**src/rtl/eid_pkg.sv**
```systemverilog
// Constants for the eight-input external interrupt detector.
// Assumes a 250 MHz APB clock and a 32-bit APB bus with word-aligned registers.
package eid_pkg;

  // Clock and pacing
  localparam int CLK_PERIOD_NS = 4;
  localparam int TCYC_NS = 4;
  localparam int REPEAT_TCYC = 2;
  localparam int REPEAT_RAW = (REPEAT_TCYC * TCYC_NS) / CLK_PERIOD_NS;
  localparam int REPEAT_CYCLES = (REPEAT_RAW < 1) ? 1 : REPEAT_RAW;
  localparam int REP_CNT_W = 4;
  localparam logic [REP_CNT_W-1:0] REP_LAST = REP_CNT_W'(REPEAT_CYCLES - 1);

  // Register indices; byte address is four times the index
  localparam logic [31:0] IDX_CTRL_01 = 32'h0000_7fd8;
  localparam logic [31:0] IDX_CTRL_23 = 32'h0000_7fd9;
  localparam logic [31:0] IDX_CTRL_45 = 32'h0000_7fda;
  localparam logic [31:0] IDX_CTRL_67 = 32'h0000_7fdb;
  localparam logic [31:0] IDX_POLARITY = 32'h0000_7fdc;
  localparam logic [31:0] IDX_ROUTE = 32'h0000_7fdd;
  localparam logic [31:0] IDX_STATUS = 32'h0000_7fde;
  localparam logic [31:0] ADDR_CTRL_01 = {IDX_CTRL_01[29:0], 2'b00};
  localparam logic [31:0] ADDR_CTRL_23 = {IDX_CTRL_23[29:0], 2'b00};
  localparam logic [31:0] ADDR_CTRL_45 = {IDX_CTRL_45[29:0], 2'b00};
  localparam logic [31:0] ADDR_CTRL_67 = {IDX_CTRL_67[29:0], 2'b00};
  localparam logic [31:0] ADDR_POLARITY = {IDX_POLARITY[29:0], 2'b00};
  localparam logic [31:0] ADDR_ROUTE = {IDX_ROUTE[29:0], 2'b00};
  localparam logic [31:0] ADDR_STATUS = {IDX_STATUS[29:0], 2'b00};

  // Control register fields
  localparam int UPPER_MODE_LSB = 6;
  localparam int UPPER_FLAG_BIT = 5;
  localparam int UPPER_EN_BIT = 4;
  localparam int LOWER_MODE_LSB = 2;
  localparam int LOWER_FLAG_BIT = 1;
  localparam int LOWER_EN_BIT = 0;

  // Detection modes
  localparam logic [1:0] MODE_OFF = 2'h0;
  localparam logic [1:0] MODE_LEVEL = 2'h1;
  localparam logic [1:0] MODE_FALL = 2'h2;
  localparam logic [1:0] MODE_BOTH = 2'h3;

  // Route register fields
  localparam int ROUTE_W = 10;
  localparam int RT_T2_EN = 0;
  localparam int RT_T2_SEL = 1;
  localparam int RT_T3_EN = 2;
  localparam int RT_T3_SEL = 3;
  localparam int RT_CAPL_EN = 4;
  localparam int RT_CAPL_LSB = 5;
  localparam int RT_CAPH_EN = 7;
  localparam int RT_CAPH_LSB = 8;

  // Status register fields
  localparam int ST_PIN_LSB = 0;
  localparam int ST_REQ_LSB = 8;
  localparam int ST_STANDBY_BIT = 16;

  // Reset values
  localparam logic [7:0] CTRL_RESET = 8'h00;
  localparam logic [7:0] POLARITY_RESET = 8'h00;
  localparam logic [ROUTE_W-1:0] ROUTE_RESET = 10'h000;

endpackage

```
**src/rtl/eid_top.sv**
```systemverilog
// External interrupt detector: eight pins, four control registers, timer event outputs.
// Assumes asynchronous pins (two-stage synchroniser inside), an APB master, and a standby controller.
//
// Notes on behaviour
// - Each pin detects low level, high level, falling, rising or both edges; sets flag.
// - Pin 2 or 3 as timer 2 source gives one count per flag-setting change.
// - Level-mode timer 2 source counts every two instruction cycles while level holds.
// - One of pins 0, 2, 4, 5 strobes timer 2L capture per flag-setting change.
// - Level-mode timer 2L capture source repeats its strobe every two instruction cycles.
// - One of pins 1, 3, 4, 5 strobes timer 2H capture per flag-setting change.
// - Level-mode timer 2H capture source repeats its strobe every two instruction cycles.
// - Pin 4 or 5 as timer 3 source gives one count per flag-setting change.
// - Level-mode timer 3 source counts every two instruction cycles while level holds.
// - Flag and enable in deep standby release to halt on the RC oscillator.
// - Flag and enable in oscillator-keeping standby release to halt on the kept oscillator.
// - The CPU leaves halt for normal run once the request is accepted.
// - In deep standby a level-mode pin still sets its flag and releases standby.
// - In oscillator-keeping standby a level-mode pin sets its flag and releases standby.
// - In standby, edges back toward the entry level do not set the flag.
// - Each control byte: upper pin mode 7:6, flag 5, enable 4; lower 3:2, 1, 0.
// - All four control registers reset to zero.
// - Mode 00 off, 01 low level, 10 falling, 11 both; inversion swaps polarity.
// - Flag and enable together raise that pin's own interrupt request.
`timescale 1ns/1ps
module eid_top (
  // Clock and reset
  input wire logic pclk,
  input wire logic presetn,
  // APB slave
  input wire logic psel,
  input wire logic penable,
  input wire logic pwrite,
  input wire logic [31:0] paddr,
  input wire logic [31:0] pwdata,
  input wire logic [3:0] pstrb,
  output logic [31:0] prdata,
  output logic pready,
  output logic pslverr,
  // Interrupt pins
  input wire logic [7:0] ext_irq_pin,
  // Standby state from the power controller
  input wire logic standby_deep,
  input wire logic osc_keeping_standby,
  // Requests and release
  output logic [7:0] irq_req,
  output logic hold_release,
  output logic halt_on_rc,
  // Timer events
  output logic t2_count,
  output logic t3_count,
  output logic t2l_capture,
  output logic t2h_capture
);
  import eid_pkg::*;

  // Picks one of four pin numbers by a two-bit selector
  function automatic logic [2:0] pick4(input logic [1:0] sel, input logic [2:0] a,
                                       input logic [2:0] b, input logic [2:0] c,
                                       input logic [2:0] d);
    logic [2:0] r;
    r = a;
    case (sel)
      2'h0: r = a;
      2'h1: r = b;
      2'h2: r = c;
      default: r = d;
    endcase
    return r;
  endfunction

  // Control field of one pin taken from a control byte
  function automatic logic [3:0] pin_field(input logic [7:0] byte_in, input logic upper);
    logic [3:0] r;
    if (upper) begin
      r = {byte_in[UPPER_MODE_LSB +: 2], byte_in[UPPER_FLAG_BIT], byte_in[UPPER_EN_BIT]};
    end else begin
      r = {byte_in[LOWER_MODE_LSB +: 2], byte_in[LOWER_FLAG_BIT], byte_in[LOWER_EN_BIT]};
    end
    return r;
  endfunction

  logic [7:0] pin_meta;
  logic [7:0] pin_sync;
  logic [7:0] pin_prev;
  logic [7:0] entry_lvl;
  logic standby_prev;
  logic [1:0] mode [8];
  logic [7:0] flag;
  logic [7:0] en;
  logic [7:0] inv;
  logic [ROUTE_W-1:0] route;
  logic [REP_CNT_W-1:0] rep_cnt;
  logic [7:0] next_flag;

  // Standby tracking
  wire standby_any = standby_deep | osc_keeping_standby;
  wire standby_entry = standby_any & ~standby_prev;
  wire [7:0] entry_ref = standby_entry ? pin_prev : entry_lvl;
  wire [7:0] edge_ok = standby_any ? ~(pin_prev ^ entry_ref) : 8'hff;

  // Polarity-corrected levels
  wire [7:0] lvl = pin_sync ^ inv;
  wire [7:0] prev_lvl = pin_prev ^ inv;
  wire rep_en = (rep_cnt == '0);

  wire [7:0] lvl_act;
  wire [7:0] edge_evt;
  wire [7:0] set_evt;
  wire [7:0] cnt_evt;
  wire [7:0] req_now = flag & en;

  genvar gi;
  generate
    for (gi = 0; gi < 8; gi++) begin : g_det
      assign lvl_act[gi] = (mode[gi] == MODE_LEVEL) & ~lvl[gi];
      assign edge_evt[gi] = edge_ok[gi] &
                            (((mode[gi] == MODE_FALL) & prev_lvl[gi] & ~lvl[gi]) |
                             ((mode[gi] == MODE_BOTH) & (pin_prev[gi] ^ pin_sync[gi])));
      assign set_evt[gi] = edge_evt[gi] | lvl_act[gi];
      assign cnt_evt[gi] = edge_evt[gi] | (lvl_act[gi] & rep_en);
    end
  endgenerate

  // APB decode
  wire acc_first = psel & penable & ~pready;
  wire wr_done = psel & penable & pready & pwrite & ~pslverr;
  wire [31:0] addr_word = {paddr[31:2], 2'b00};
  wire hit_c01 = (addr_word == ADDR_CTRL_01);
  wire hit_c23 = (addr_word == ADDR_CTRL_23);
  wire hit_c45 = (addr_word == ADDR_CTRL_45);
  wire hit_c67 = (addr_word == ADDR_CTRL_67);
  wire hit_pol = (addr_word == ADDR_POLARITY);
  wire hit_rte = (addr_word == ADDR_ROUTE);
  wire hit_sts = (addr_word == ADDR_STATUS);
  wire addr_hit = (paddr[1:0] == 2'b00) &
                  (hit_c01 | hit_c23 | hit_c45 | hit_c67 | hit_pol | hit_rte | hit_sts);
  wire wr_lo = wr_done & pstrb[0];
  wire wr_hi = wr_done & pstrb[1];
  wire [3:0] wr_ctrl = {4{wr_lo}} & {hit_c67, hit_c45, hit_c23, hit_c01};

  // Control bytes as read back
  wire [7:0] ctrl_rd [4];
  generate
    for (gi = 0; gi < 4; gi++) begin : g_rd
      assign ctrl_rd[gi] = {mode[2*gi+1], flag[2*gi+1], en[2*gi+1],
                            mode[2*gi], flag[2*gi], en[2*gi]};
    end
  endgenerate

  wire [31:0] status_rd = {15'h0000, standby_any, req_now, pin_sync};
  wire [31:0] rd_data = hit_c01 ? {24'h00_0000, ctrl_rd[0]} :
                        hit_c23 ? {24'h00_0000, ctrl_rd[1]} :
                        hit_c45 ? {24'h00_0000, ctrl_rd[2]} :
                        hit_c67 ? {24'h00_0000, ctrl_rd[3]} :
                        hit_pol ? {24'h00_0000, inv} :
                        hit_rte ? {22'h00_0000, route} :
                        status_rd;

  // Flag update: detection wins over a clearing write
  generate
    for (gi = 0; gi < 8; gi++) begin : g_flag
      wire [3:0] wfield = pin_field(pwdata[7:0], (gi % 2) == 1);
      assign next_flag[gi] = set_evt[gi] |
                             (wr_ctrl[gi/2] ? wfield[1] : flag[gi]);
      always_ff @(posedge pclk or negedge presetn) begin
        if (!presetn) begin
          mode[gi] <= MODE_OFF;
          en[gi] <= 1'b0;
        end else if (wr_ctrl[gi/2]) begin
          mode[gi] <= wfield[3:2];
          en[gi] <= wfield[0];
        end
      end
    end
  endgenerate

  // Timer event source selection
  wire [2:0] t2_src = route[RT_T2_SEL] ? 3'd3 : 3'd2;
  wire [2:0] t3_src = route[RT_T3_SEL] ? 3'd5 : 3'd4;
  wire [2:0] capl_src = pick4(route[RT_CAPL_LSB +: 2], 3'd0, 3'd2, 3'd4, 3'd5);
  wire [2:0] caph_src = pick4(route[RT_CAPH_LSB +: 2], 3'd1, 3'd3, 3'd4, 3'd5);

  // Pin synchroniser and edge history
  always_ff @(posedge pclk or negedge presetn) begin
    if (!presetn) begin
      pin_meta <= 8'h00;
      pin_sync <= 8'h00;
      pin_prev <= 8'h00;
    end else begin
      pin_meta <= ext_irq_pin;
      pin_sync <= pin_meta;
      pin_prev <= pin_sync;
    end
  end

  // Pin levels held from standby entry
  always_ff @(posedge pclk or negedge presetn) begin
    if (!presetn) begin
      standby_prev <= 1'b0;
      entry_lvl <= 8'h00;
    end else begin
      standby_prev <= standby_any;
      if (standby_entry) begin
        entry_lvl <= pin_prev;
      end
    end
  end

  // Flags, polarity and route registers
  always_ff @(posedge pclk or negedge presetn) begin
    if (!presetn) begin
      flag <= CTRL_RESET;
      inv <= POLARITY_RESET;
      route <= ROUTE_RESET;
    end else begin
      flag <= next_flag;
      if (wr_lo && hit_pol) begin
        inv <= pwdata[7:0];
      end
      if (hit_rte && wr_lo) begin
        route[7:0] <= pwdata[7:0];
      end
      if (hit_rte && wr_hi) begin
        route[ROUTE_W-1:8] <= pwdata[ROUTE_W-1:8];
      end
    end
  end

  // Divider for the repeat rate of level-mode timer events
  always_ff @(posedge pclk or negedge presetn) begin
    if (!presetn) begin
      rep_cnt <= '0;
    end else if (rep_cnt == REP_LAST) begin
      rep_cnt <= '0;
    end else begin
      rep_cnt <= rep_cnt + 1'b1;
    end
  end

  // APB answer: one wait state, then pready with data
  always_ff @(posedge pclk or negedge presetn) begin
    if (!presetn) begin
      pready <= 1'b0;
      pslverr <= 1'b0;
      prdata <= 32'h0000_0000;
    end else begin
      pready <= acc_first;
      pslverr <= acc_first & ~addr_hit;
      if (acc_first && !pwrite && addr_hit) begin
        prdata <= rd_data;
      end else begin
        prdata <= 32'h0000_0000;
      end
    end
  end

  // Requests, standby release and timer events
  always_ff @(posedge pclk or negedge presetn) begin
    if (!presetn) begin
      irq_req <= 8'h00;
      hold_release <= 1'b0;
      halt_on_rc <= 1'b0;
      t2_count <= 1'b0;
      t3_count <= 1'b0;
      t2l_capture <= 1'b0;
      t2h_capture <= 1'b0;
    end else begin
      irq_req <= req_now;
      hold_release <= standby_any & (|req_now);
      halt_on_rc <= standby_deep & (|req_now);
      t2_count <= route[RT_T2_EN] & cnt_evt[t2_src];
      t3_count <= route[RT_T3_EN] & cnt_evt[t3_src];
      t2l_capture <= route[RT_CAPL_EN] & cnt_evt[capl_src];
      t2h_capture <= route[RT_CAPH_EN] & cnt_evt[caph_src];
    end
  end

  wire t2_lvl = route[RT_T2_EN] & lvl_act[t2_src];
  wire t3_lvl = route[RT_T3_EN] & lvl_act[t3_src];
  wire capl_lvl = route[RT_CAPL_EN] & lvl_act[capl_src];
  wire caph_lvl = route[RT_CAPH_EN] & lvl_act[caph_src];
endmodule
```
**config.mk**
```make
export PLATFORM = sky130hd
export DESIGN_NAME = eid_top
export DESIGN_NICKNAME = d
export VERILOG_FILES = /design/src/rtl/eid_pkg.sv /design/src/rtl/eid_top.sv
export SDC_FILE = /design/constraint.sdc
export NUM_CORES = 1
export LEC_CHECK = 0
export BUFFER_PORTS_ARGS = -buffer_cell sky130_fd_sc_hd__buf_4
export CORE_UTILIZATION = 54
export CTS_BUF_LIST = sky130_fd_sc_hd__clkbuf_16
export DETAILED_ROUTE_END_ITERATION = 6
export GPL_TIMING_DRIVEN = 0
export PLACE_DENSITY = 0.8
export SLEW_MARGIN = 20
export SYNTH_ARGS = -nofsm -noshare
export SYNTH_HDL_FRONTEND = slang
export SYNTH_SLANG_ARGS = --single-unit
```
**constraint.sdc**
```tcl
create_clock -name pclk -period 2.3 [get_ports pclk]
set_input_delay 0.23 -clock pclk [delete_from_list [all_inputs] [get_ports pclk]]
set_output_delay 0.23 -clock pclk [all_outputs]
set_load 0.005 [all_outputs]
```
# After elaboration in Yosys (flattened, before gate mapping)
# Cells that the tools add are included.
classes:
  addsub: 1
  order_cmp: 4
  n_eq_ne: 36
  mux: 30
  bitwise_logic: 129
  reduce_logical: 11
op_table:
  columns: ["operator", "count"]
  rows:
  - ["30-bit by 15-bit == test with 1-bit output (second input constant)", 7]
  - ["17-bit two-way mux", 7]
  - ["1-bit bitwise AND", 64]
  - ["1-bit OR", 39]
  - ["2-bit == test (second input constant)", 18]
  - ["8-bit XOR", 3]
  - ["2-bit by 1-bit == test with 1-bit output (second input constant)", 10]
  - ["3-bit case mux with 3 select lines", 2]
  - ["8-bit two-way mux", 2]
  - ["1-bit two-way mux", 14]
  - ["1-bit binary-select mux with 3-bit select", 4]
  - ["3-bit by 4-bit less-than comparator with 1-bit output (second input constant)", 3]
  - ["1-bit NOT", 12]
  - ["8-bit bitwise AND", 1]
  - ["8-bit NOT", 1]
  - ["8-bit OR reduction", 1]
  - ["1-bit XOR", 8]
  - ["2-bit zero test", 3]
  - ["1-bit logical AND", 5]
  - ["4-bit by 1-bit adder with 4-bit output (second input constant)", 1]
  - ["4-bit bitwise AND", 1]
  - ["4-bit by 1-bit == test with 1-bit output (second input constant)", 1]
  - ["4-bit zero test", 1]
  - ["2-bit by 4-bit less-than comparator with 1-bit output (second input constant)", 1]
  - ["other kinds (2)", 2]
word_totals:
  regBits: 135
  inputBits: 83
  wordCells: 247

# Logic depth before layout (Yosys ltp)
# Gate-level depths: netlist of the first run.
logic_depth:
  word_depth: 11
  mapped_depth: 7
  depth_no_buf: 6

# Worst setup path after synthesis of the first run
# Ideal clock, no wire load.
synth_path:
  kind: "input to register"
  from: "input port paddr[20]"
  to: "register inv[0]"
  setup_time_ps: 125
  arrival_time_ps: 2196
  required_time_ps: 2175
  path_slack_ps: -21
  cell_stages: 6
  path_buffers: 1
  path_cell_list: "or4_4 > nor4_4 > nand4_4 > or4_4 > buf_6 > mux2_4"
synth_between:
  elab_chain_len: 2
synth_lines:
  columns: ["item", "line_no", "rtl"]
  rows:
  - ["from (decl)", "eid_top.sv:33", "input wire logic [31:0] paddr,"]
  - ["30-bit by 15-bit == test with 1-bit output", "eid_top.sv:132", "wire hit_pol = (addr_word == ADDR_POLARITY);"]
  - ["1-bit logical AND", "eid_top.sv:217", "if (wr_lo && hit_pol) begin"]
  - ["to (signal assigned)", "eid_top.sv:218", "inv <= pwdata[7:0];"]
  - ["to (decl)", "eid_top.sv:90", "logic [7:0] inv;"]
# Every way passes these cells.
# A chain may end at the register's enable or synchronous reset.

# Worst setup path in the final report of the first run
layout_path:
  from: "input port paddr[20]"
  to: "register prdata[6]"
layout_between:
  elab_chain_len: 10
  elab_cells_between_ends: 22
layout_lines:
  columns: ["item", "line_no", "rtl"]
  rows:
  - ["30-bit by 15-bit == test with 1-bit output, on equally long branches", "eid_top.sv:128, eid_top.sv:129", null]
  - ["1-bit OR (6 in a row)", "eid_top.sv:136", "(hit_c01 | hit_c23 | hit_c45 | hit_c67 | hit_pol | hit_rte | hit_sts);"]
  - ["1-bit bitwise AND", "eid_top.sv:135", "wire addr_hit = (paddr[1:0] == 2'b00) &"]
  - ["1-bit logical AND", "eid_top.sv:249", "if (acc_first && !pwrite && addr_hit) begin"]
  - ["17-bit two-way mux *", "eid_top.sv:249", null]
  - ["to (signal assigned)", "eid_top.sv:250", "prdata <= rd_data;"]
  - ["to (decl)", "eid_top.sv:36", "output logic [31:0] prdata,"]
# Mark *: on every way between the ends. The rest lies on a longest branch, timed or not.

==> results of run 1 <==
## final cells by class
| type | instances | area share, % |
|---|---|---|
| Clock buffer | 17 | 5.85 |
| Multi-Input combinational cell | 295 | 32.1 |
| Inverter | 30 | 1.55 |
| Timing Repair Buffer | 108 | 11.8 |
| Tap cell | 133 | 2.29 |
| Sequential cell | 120 | 41.3 |
| Buffer | 26 | 2.34 |
| Clock inverter | 15 | 2.77 |
## how the worst max path moves through the flow
stage / slack, ns / from / depth (start not counted) / end
3_3_place_gp: -0.59 / paddr[2] / 6 / prdata[6]$_DFF_PN0_
5_1_grt: 0.0007 / paddr[19] / 7 / prdata[6]$_DFF_PN0_
6_report: 0.05 / paddr[20] / 6 / prdata[6]$_DFF_PN0_
4_1_cts: -0.009 / paddr[20] / 6 / ctrl_rd[24]$_DFFE_PN0P_
2_1_floorplan: -0.01 / paddr[28] / 6 / inv[0]$_DFFE_PN0P_
3_5_place_dp: -0.60 / paddr[2] / 6 / prdata[6]$_DFF_PN0_
## stage by stage
step	hold slack, ns	utilization [%]
global placement	0.333	65.0
global route	0.0545	73.7
finish	0.0612	73.7
CTS	0.0517	73.3
floorplan	-0.0656	-
detailed placement	0.143	65.4
## logic make-up after synthesis
kind of cell	count (synthesis)	synth area share (%)
muxes	74	16.8
buffers and inverters	56	5.00
DFF	120	54.3
and+or+nand+nor	121	12.9
xor gates and xnor gates	9	1.43
AOI/OAI and AO/OA	76	9.46
other	1	0.0678
## repair_timing
item                                    CTS  global route
pin swaps                                 3             3
hold endpoints to repair                 44             0
hold buffers                             11             0
resized for setup                         4             9
buffers inserted                          5             2
endpoints found under the setup margin   25            33
## Yosys cell counts (8+ instances only)
cell type  instances
dfrtp_1          120
mux2_2            40
nand2_1           39
inv_1             30
nor2_1            21
o21ai_0           20
mux2i_1           18
buf_4             15
nand3_1            9
a211oi_1           8
mux2_4             8
mux4_2             8
o211ai_1           8
## flip-flops by register name, indices dropped and copies added, names as in the netlist, 4 cells and up
signal     count
irq_req        8
pin_sync       8
flag           8
rep_cnt        4
entry_lvl      8
route         10
prdata        17
inv            8
ctrl_rd       24
pin_prev       8
pin_meta       8
## routing by layer
metal,up-vias,track usage [%]
li1,1917,-
met4,0,15.4
met3,62,6.52
met2,249,46.2
met5,-,0
met1,2102,35.3
## power by group through the flow
stage	sequential (mW)	combinational [mW]	clock, mW
CTS	2.21	0.338	2.80
finish	2.21	0.340	2.78
global placement	2.24	0.302	0
global route	2.21	0.375	2.90
floorplan	2.23	0.147	0
detailed placement	2.24	0.317	0
==> flow_metrics.tcl, run 1 <==
set metrics [dict create \
    regArea_sq_um 3000 \
    reg2reg_depth 7 \
    power_frac_clock_pct 52.2 \
    outcome "complete, no violations" \
    synth_flop_cell "dfrtp_1" \
    seq_power_share_pct 41.4 \
    path_class "in -> reg" \
    synth_area_leaders "dfrtp_1 (54%), mux2_2 (8.1%), mux2i_1 (3.3%)" \
    synth_edf_count 0 \
    cts_tree "yes" \
    syn2layout_area_growth_pct 31.5 \
    final_area_sq_um 7270 \
    hp-class "in -> reg" \
    fin_crit_sh_pct 97.9 \
    pre_cts_slack_ns -0.603 \
    num_rows 36 \
    synth_area_per_cell_sq_um 12.1 \
    netSwitchingPower_mw 1.19 \
    die_h_microns 103 \
    wl_mm 14.2 \
    multi_input_area_sq_um 2330 \
    rsz0062_at_grt "no" \
    place_area_sq_um 6450 \
    worstSetupStartpointType "input port" \
    whs_endpoint "route[9]$_DFFE_PN0P_" \
    cts-root-buf "clkbuf_16" \
    synth_area_leader_cell "dfrtp_1" \
    critPathMaxStageDelay_ns 0.57 \
    cp_top_family "simple AND/OR/NAND/NOR gates" \
    path_buf_inv 1 \
    timing.rr.start "standby_prev$_DFF_PN0_" \
    antenna_cells 0 \
    gp_congestion 0.870 \
    num_vias 4330 \
    drc 0 \
    wl_per_cell_microns 19.1 \
    final_cells 744 \
    mostFrequentLayoutCell "dfrtp_1" \
    crit_top_cell "or4_4" \
    fin_setup_tns_ns 0 \
    grt_pass1_wl_mm 21.6 \
    fp.coreArea_sq_um 9860 \
    synth_cells 457 \
    clock.fmax_mhz 444 \
    r2r-end "t2l_capture$_DFF_PN0_" \
    initial_core_util_pct 56.1 \
    numPortBuffers 88 \
    sw_frac_of_total_pct 22.4 \
    drtIter0Drc 286 \
    drv_cap 0 \
    finalSetupViolCount 0 \
    path_cells "buf_4 -> or4_4 -> or4_4 -> nor2_1 -> nand4_1 -> o22ai_1" \
    arrival_ns 2.55 \
    async_flop_share_pct 100 \
    p_comb_share_pct 6.4 \
    grt_max_degree 86 \
    grt_overflow 0 \
    fin_skew_ns 0.00715 \
    met2WireLength_mm 7.02 \
    viasPerCell 5.82 \
    required_ns 2.60 \
    cts_buffer_depth 2 \
    clock_sinks 120 \
    crit_path_top_delay_cell "or4_4" \
    worst_slew_pin_slew_ns 0.971 \
    power_leakage_nw 3.51 \
    dieWidth_microns 103 \
    route.met3.wl_mm 1.11 \
    drive_above_1_share_pct 36.5 \
    yosysWarnings 0 \
    seq_area_frac_synth_pct 54.3 \
    grt_pass1_vias 4253 \
    clk_latency_ns 0.41 \
    maxSlewViolCount 0 \
    p_per_area_nw_per_um2 733 \
    antenna_found_initial 0 \
    hold_violations 0 \
    grt.total_usage_pct 28.3 \
    fin_crit_ns 2.25 \
    worst-path-max-fanout 7 \
    hold_depth 2 \
    die-area_sq_um 10600 \
    ir_worst_vdd_uv 654 \
    most-common-layout-cells "dfrtp_1 (120), buf_4 (110), mux2_2 (40)" \
    place_inst 694 \
    antenna_left 0 \
    hpwl_mm 9.54 \
    nets 681 \
    regToRegSetupSlack_ns 0.08 \
    wirelength_met1_mm 5.55 \
    dr.max_layer_used "met4" \
    mappedNetlistArea_sq_um 5530 \
    num-fill-cells 655 \
    synth_top_area_share_pct 54.3 \
    synth.distinct_cells 56 \
    min_from "pwdata[9]" \
    numCtsBuffers 17 \
    ys_ff_latch 120 \
    p_int_mw 4.14 \
    slew_headroom_pct 34.8 \
    pin_count 131 \
    cts.reportedPaths.clkPinSlew_ns 0.06 \
    finalPower_mw 5.33 \
    setup.worst_path.end_class "flip-flop" \
    first_pass_iters 6 \
    setup_ws_ns 0.0482 \
    cts-htree-levels 4 \
]
No activity file was read; power rests on OpenSTA's default activity.
==> inputs of run 2 (changes only) <==
--- a/config.mk
+++ b/config.mk
@@ -5,12 +5,13 @@
 export SDC_FILE = /design/constraint.sdc
 export NUM_CORES = 1
 export LEC_CHECK = 0
+export ABC_AREA = 1
 export BUFFER_PORTS_ARGS = -buffer_cell sky130_fd_sc_hd__buf_4
-export CORE_UTILIZATION = 54
+export CORE_UTILIZATION = 55
 export CTS_BUF_LIST = sky130_fd_sc_hd__clkbuf_16
 export DETAILED_ROUTE_END_ITERATION = 6
 export GPL_TIMING_DRIVEN = 0
-export PLACE_DENSITY = 0.8
+export PLACE_DENSITY = 0.81
 export SLEW_MARGIN = 20
 export SYNTH_ARGS = -nofsm -noshare
 export SYNTH_HDL_FRONTEND = slang
==> run 2 against run 1 <==
Compared with the run above: global-route usage increased by 3.5 points; total power decreased by 2.4%; via count increased by 27%; clock skew about the same; hold slack got worse by 0.010 ns; final area increased by 4.4%; worst setup slack improved by 0.34 ns; largest cell class unchanged; largest power group unchanged.
==> flow_metrics.tcl, run 2 <==
set metrics [dict create \
    synth_area_leader_cell "dfrtp_1" \
    drc 0 \
    cts-htree-levels 4 \
    synth_area_per_cell_sq_um 8.37 \
    worstSetupStartpointType "flip-flop" \
    timing.rr.start "rep_cnt[2]$_DFF_PN0_" \
    final_cells 996 \
    dieWidth_microns 106 \
    gp_congestion 0.955 \
    cts_resized 0 \
    cts-root-buf "clkbuf_16" \
    synth_edf_count 0 \
    async_flop_share_pct 100 \
    required_ns 2.62 \
    synth_commonest_cells "nand2_1 (171), dfrtp_1 (120), inv_1 (82)" \
    path_class "reg -> reg" \
    cts_buffer_depth 2 \
    drtIter0Drc 471 \
    hp-class "in -> reg" \
    die_h_microns 106 \
    fin_setup_tns_ns 0 \
    grt_pass1_wl_mm 26.9 \
    synth-compound-area-share_pct 9.73 \
    regToRegSetupSlack_ns 0.39 \
    synth_area_leaders "dfrtp_1 (50%), nand2_1 (11%), inv_1 (5.2%)" \
    synth_fa_ha_area_share_pct 0.336 \
    most-common-layout-cells "nand2_1 (171), dfrtp_1 (120), buf_4 (106)" \
    clock_sinks 120 \
    largest_register_ffs 24 \
    worst_slew_pin_slew_ns 0.764 \
    clk_latency_ns 0.41 \
    hold_violations 0 \
    antenna_found_initial 0 \
    num_rows 37 \
    first_pass_iters 5 \
    drive_above_1_share_pct 22.0 \
    whs_endpoint "route[8]$_DFFE_PN0P_" \
    maxSlewViolCount 0 \
    antenna_left 0 \
    fin_crit_ns 1.91 \
    slew_headroom_pct 48.7 \
    viasPerCell 5.50 \
    reg2reg_depth 5 \
    seq_area_frac_synth_pct 50.3 \
    grt.total_usage_pct 31.8 \
    min_from "pwdata[8]" \
    worst-path-max-fanout 6 \
    power_leakage_nw 3.82 \
    die-area_sq_um 11300 \
    synth.distinct_cells 41 \
    synth_cells 713 \
    outcome "complete, no violations" \
    numCtsBuffers 17 \
    antenna_cells 0 \
    clock.fmax_mhz 522 \
    initial_core_util_pct 57.3 \
    synthMuxAreaShare_pct 0.378 \
    num_vias 5478 \
    p_per_area_nw_per_um2 686 \
    setup.worst_path.end_class "flip-flop" \
    arrival_ns 2.24 \
    synth_top_family_by_area "simple AND/OR/NAND/NOR gates" \
    grt_pass1_vias 5325 \
    yosysWarnings 0 \
    place_inst 955 \
    mostFrequentLayoutCell "nand2_1" \
    hold_depth 2 \
    fin_skew_ns 0.00676 \
    r2r-end "t2l_capture$_DFF_PN0_" \
    ir_worst_vdd_uv 531 \
    cts.reportedPaths.clkPinSlew_ns 0.05 \
    pin_count 131 \
    synth_top_area_share_pct 50.3 \
    synth-simple-area-share_pct 28.3 \
    mappedNetlistArea_sq_um 5970 \
    syn2layout_area_growth_pct 27.1 \
    wl_mm 16.6 \
    wl_per_cell_microns 16.6 \
    fp.coreArea_sq_um 10400 \
    synth_flop_cell "dfrtp_1" \
    cts_tree "yes" \
    grt_overflow 0 \
    fin_crit_sh_pct 83.2 \
    nets 930 \
    synthXorXnorAreaFrac_pct 2.20 \
    finalSetupViolCount 0 \
    hpwl_mm 12.1 \
    numPortBuffers 91 \
    drv_cap 0 \
    rsz0062_at_grt "no" \
    synthMostInstantiatedCell "nand2_1" \
    ys_ff_latch 120 \
    grt_max_degree 85 \
]
run 2: cell count changes after synthesis, sizes merged, moves of 20 or more:
cell   previous run  this run
inv              30        87
mux2             48         2
nand2            39       180
nand3             9        63
nand4             8        28
nor2             21        60
o21ai            22        72
run 2: power breakdown:
group	total, mW	switching, mW	internal [mW]
clock	2.67	0.894	1.77
combinational	0.343	0.193	0.149
sequential	2.19	0.0335	2.16
total	5.20	1.12	4.08
run 2: cell families after synthesis:
| family | after synthesis |
|---|---|
| AO/OA/AOI/OAI | 105 |
| XOR/XNOR | 15 |
| adder cells (fa/ha/maj) | 2 |
| buffers and inverters | 117 |
| flip-flops | 120 |
| multiplexers | 2 |
| other | 1 |
| AND/OR/NAND/NOR | 351 |
run 2: how the worst max path moves through the flow:
stage | from | to | slack [ns] | cells after the start
floorplan | paddr[19] | prdata[1]$_DFF_PN0_ | 0.75 | 10
global placement | paddr[3] | prdata[3]$_DFF_PN0_ | 0.20 | 14
detailed placement | paddr[7] | prdata[3]$_DFF_PN0_ | 0.19 | 14
CTS | rep_cnt[2]$_DFF_PN0_ | t2l_capture$_DFF_PN0_ | 0.38 | 5
global route | pready$_DFF_PN0_ | ctrl_rd[10]$_DFFE_PN0P_ | 0.24 | 8
finish | rep_cnt[2]$_DFF_PN0_ | t2l_capture$_DFF_PN0_ | 0.39 | 5
run 2: area by class of cell:
class                           count  area (sq um)
Buffer                             29           185
Clock buffer                       17           425
Clock inverter                     15           166
Fill cell                         793          2830
Inverter                           88           330
Multi-Input combinational cell    490          2500
Sequential cell                   120          3000
Tap cell                          136           170
Timing Repair Buffer              101           805
run 2: per-layer routing:
metal | vias to the layer above | routed length (microns) | global-route usage, %
met5 | - | 0 | 0
met4 | 0 | 647 | 15.8
met3 | 48 | 1260 | 7.60
met2 | 247 | 7870 | 51.7
met1 | 2610 | 6780 | 39.8
li1 | 2573 | - | -
run 2: worst max-delay path: stages, from the launching register on:
cell,delay (ns)
dfrtp_1,0.42
nor4_2,0.72
nand2_1,0.23
nand3_1,0.17
nand3_1,0.09
a21boi_1,0.20
run 2: metrics by stage:
step	total power, mW	hold WS [ns]	setup slack [ns]	instance area [sq um]	util (%)
finish	5.20	0.0511	0.386	7580	72.8
global route	5.36	0.0420	0.243	7580	72.8
CTS	5.21	0.0459	0.376	7580	72.8
detailed placement	2.55	0.148	0.191	6900	66.3
global placement	2.53	0.333	0.200	6870	66.0
floorplan	2.37	-0.0656	0.752	6020	-
run 2: repair_timing:
action                                 4_1_cts  5_1_grt
hold buffers                                 9        0
buffers inserted                             0        0
endpoints found under the hold margin       44        0
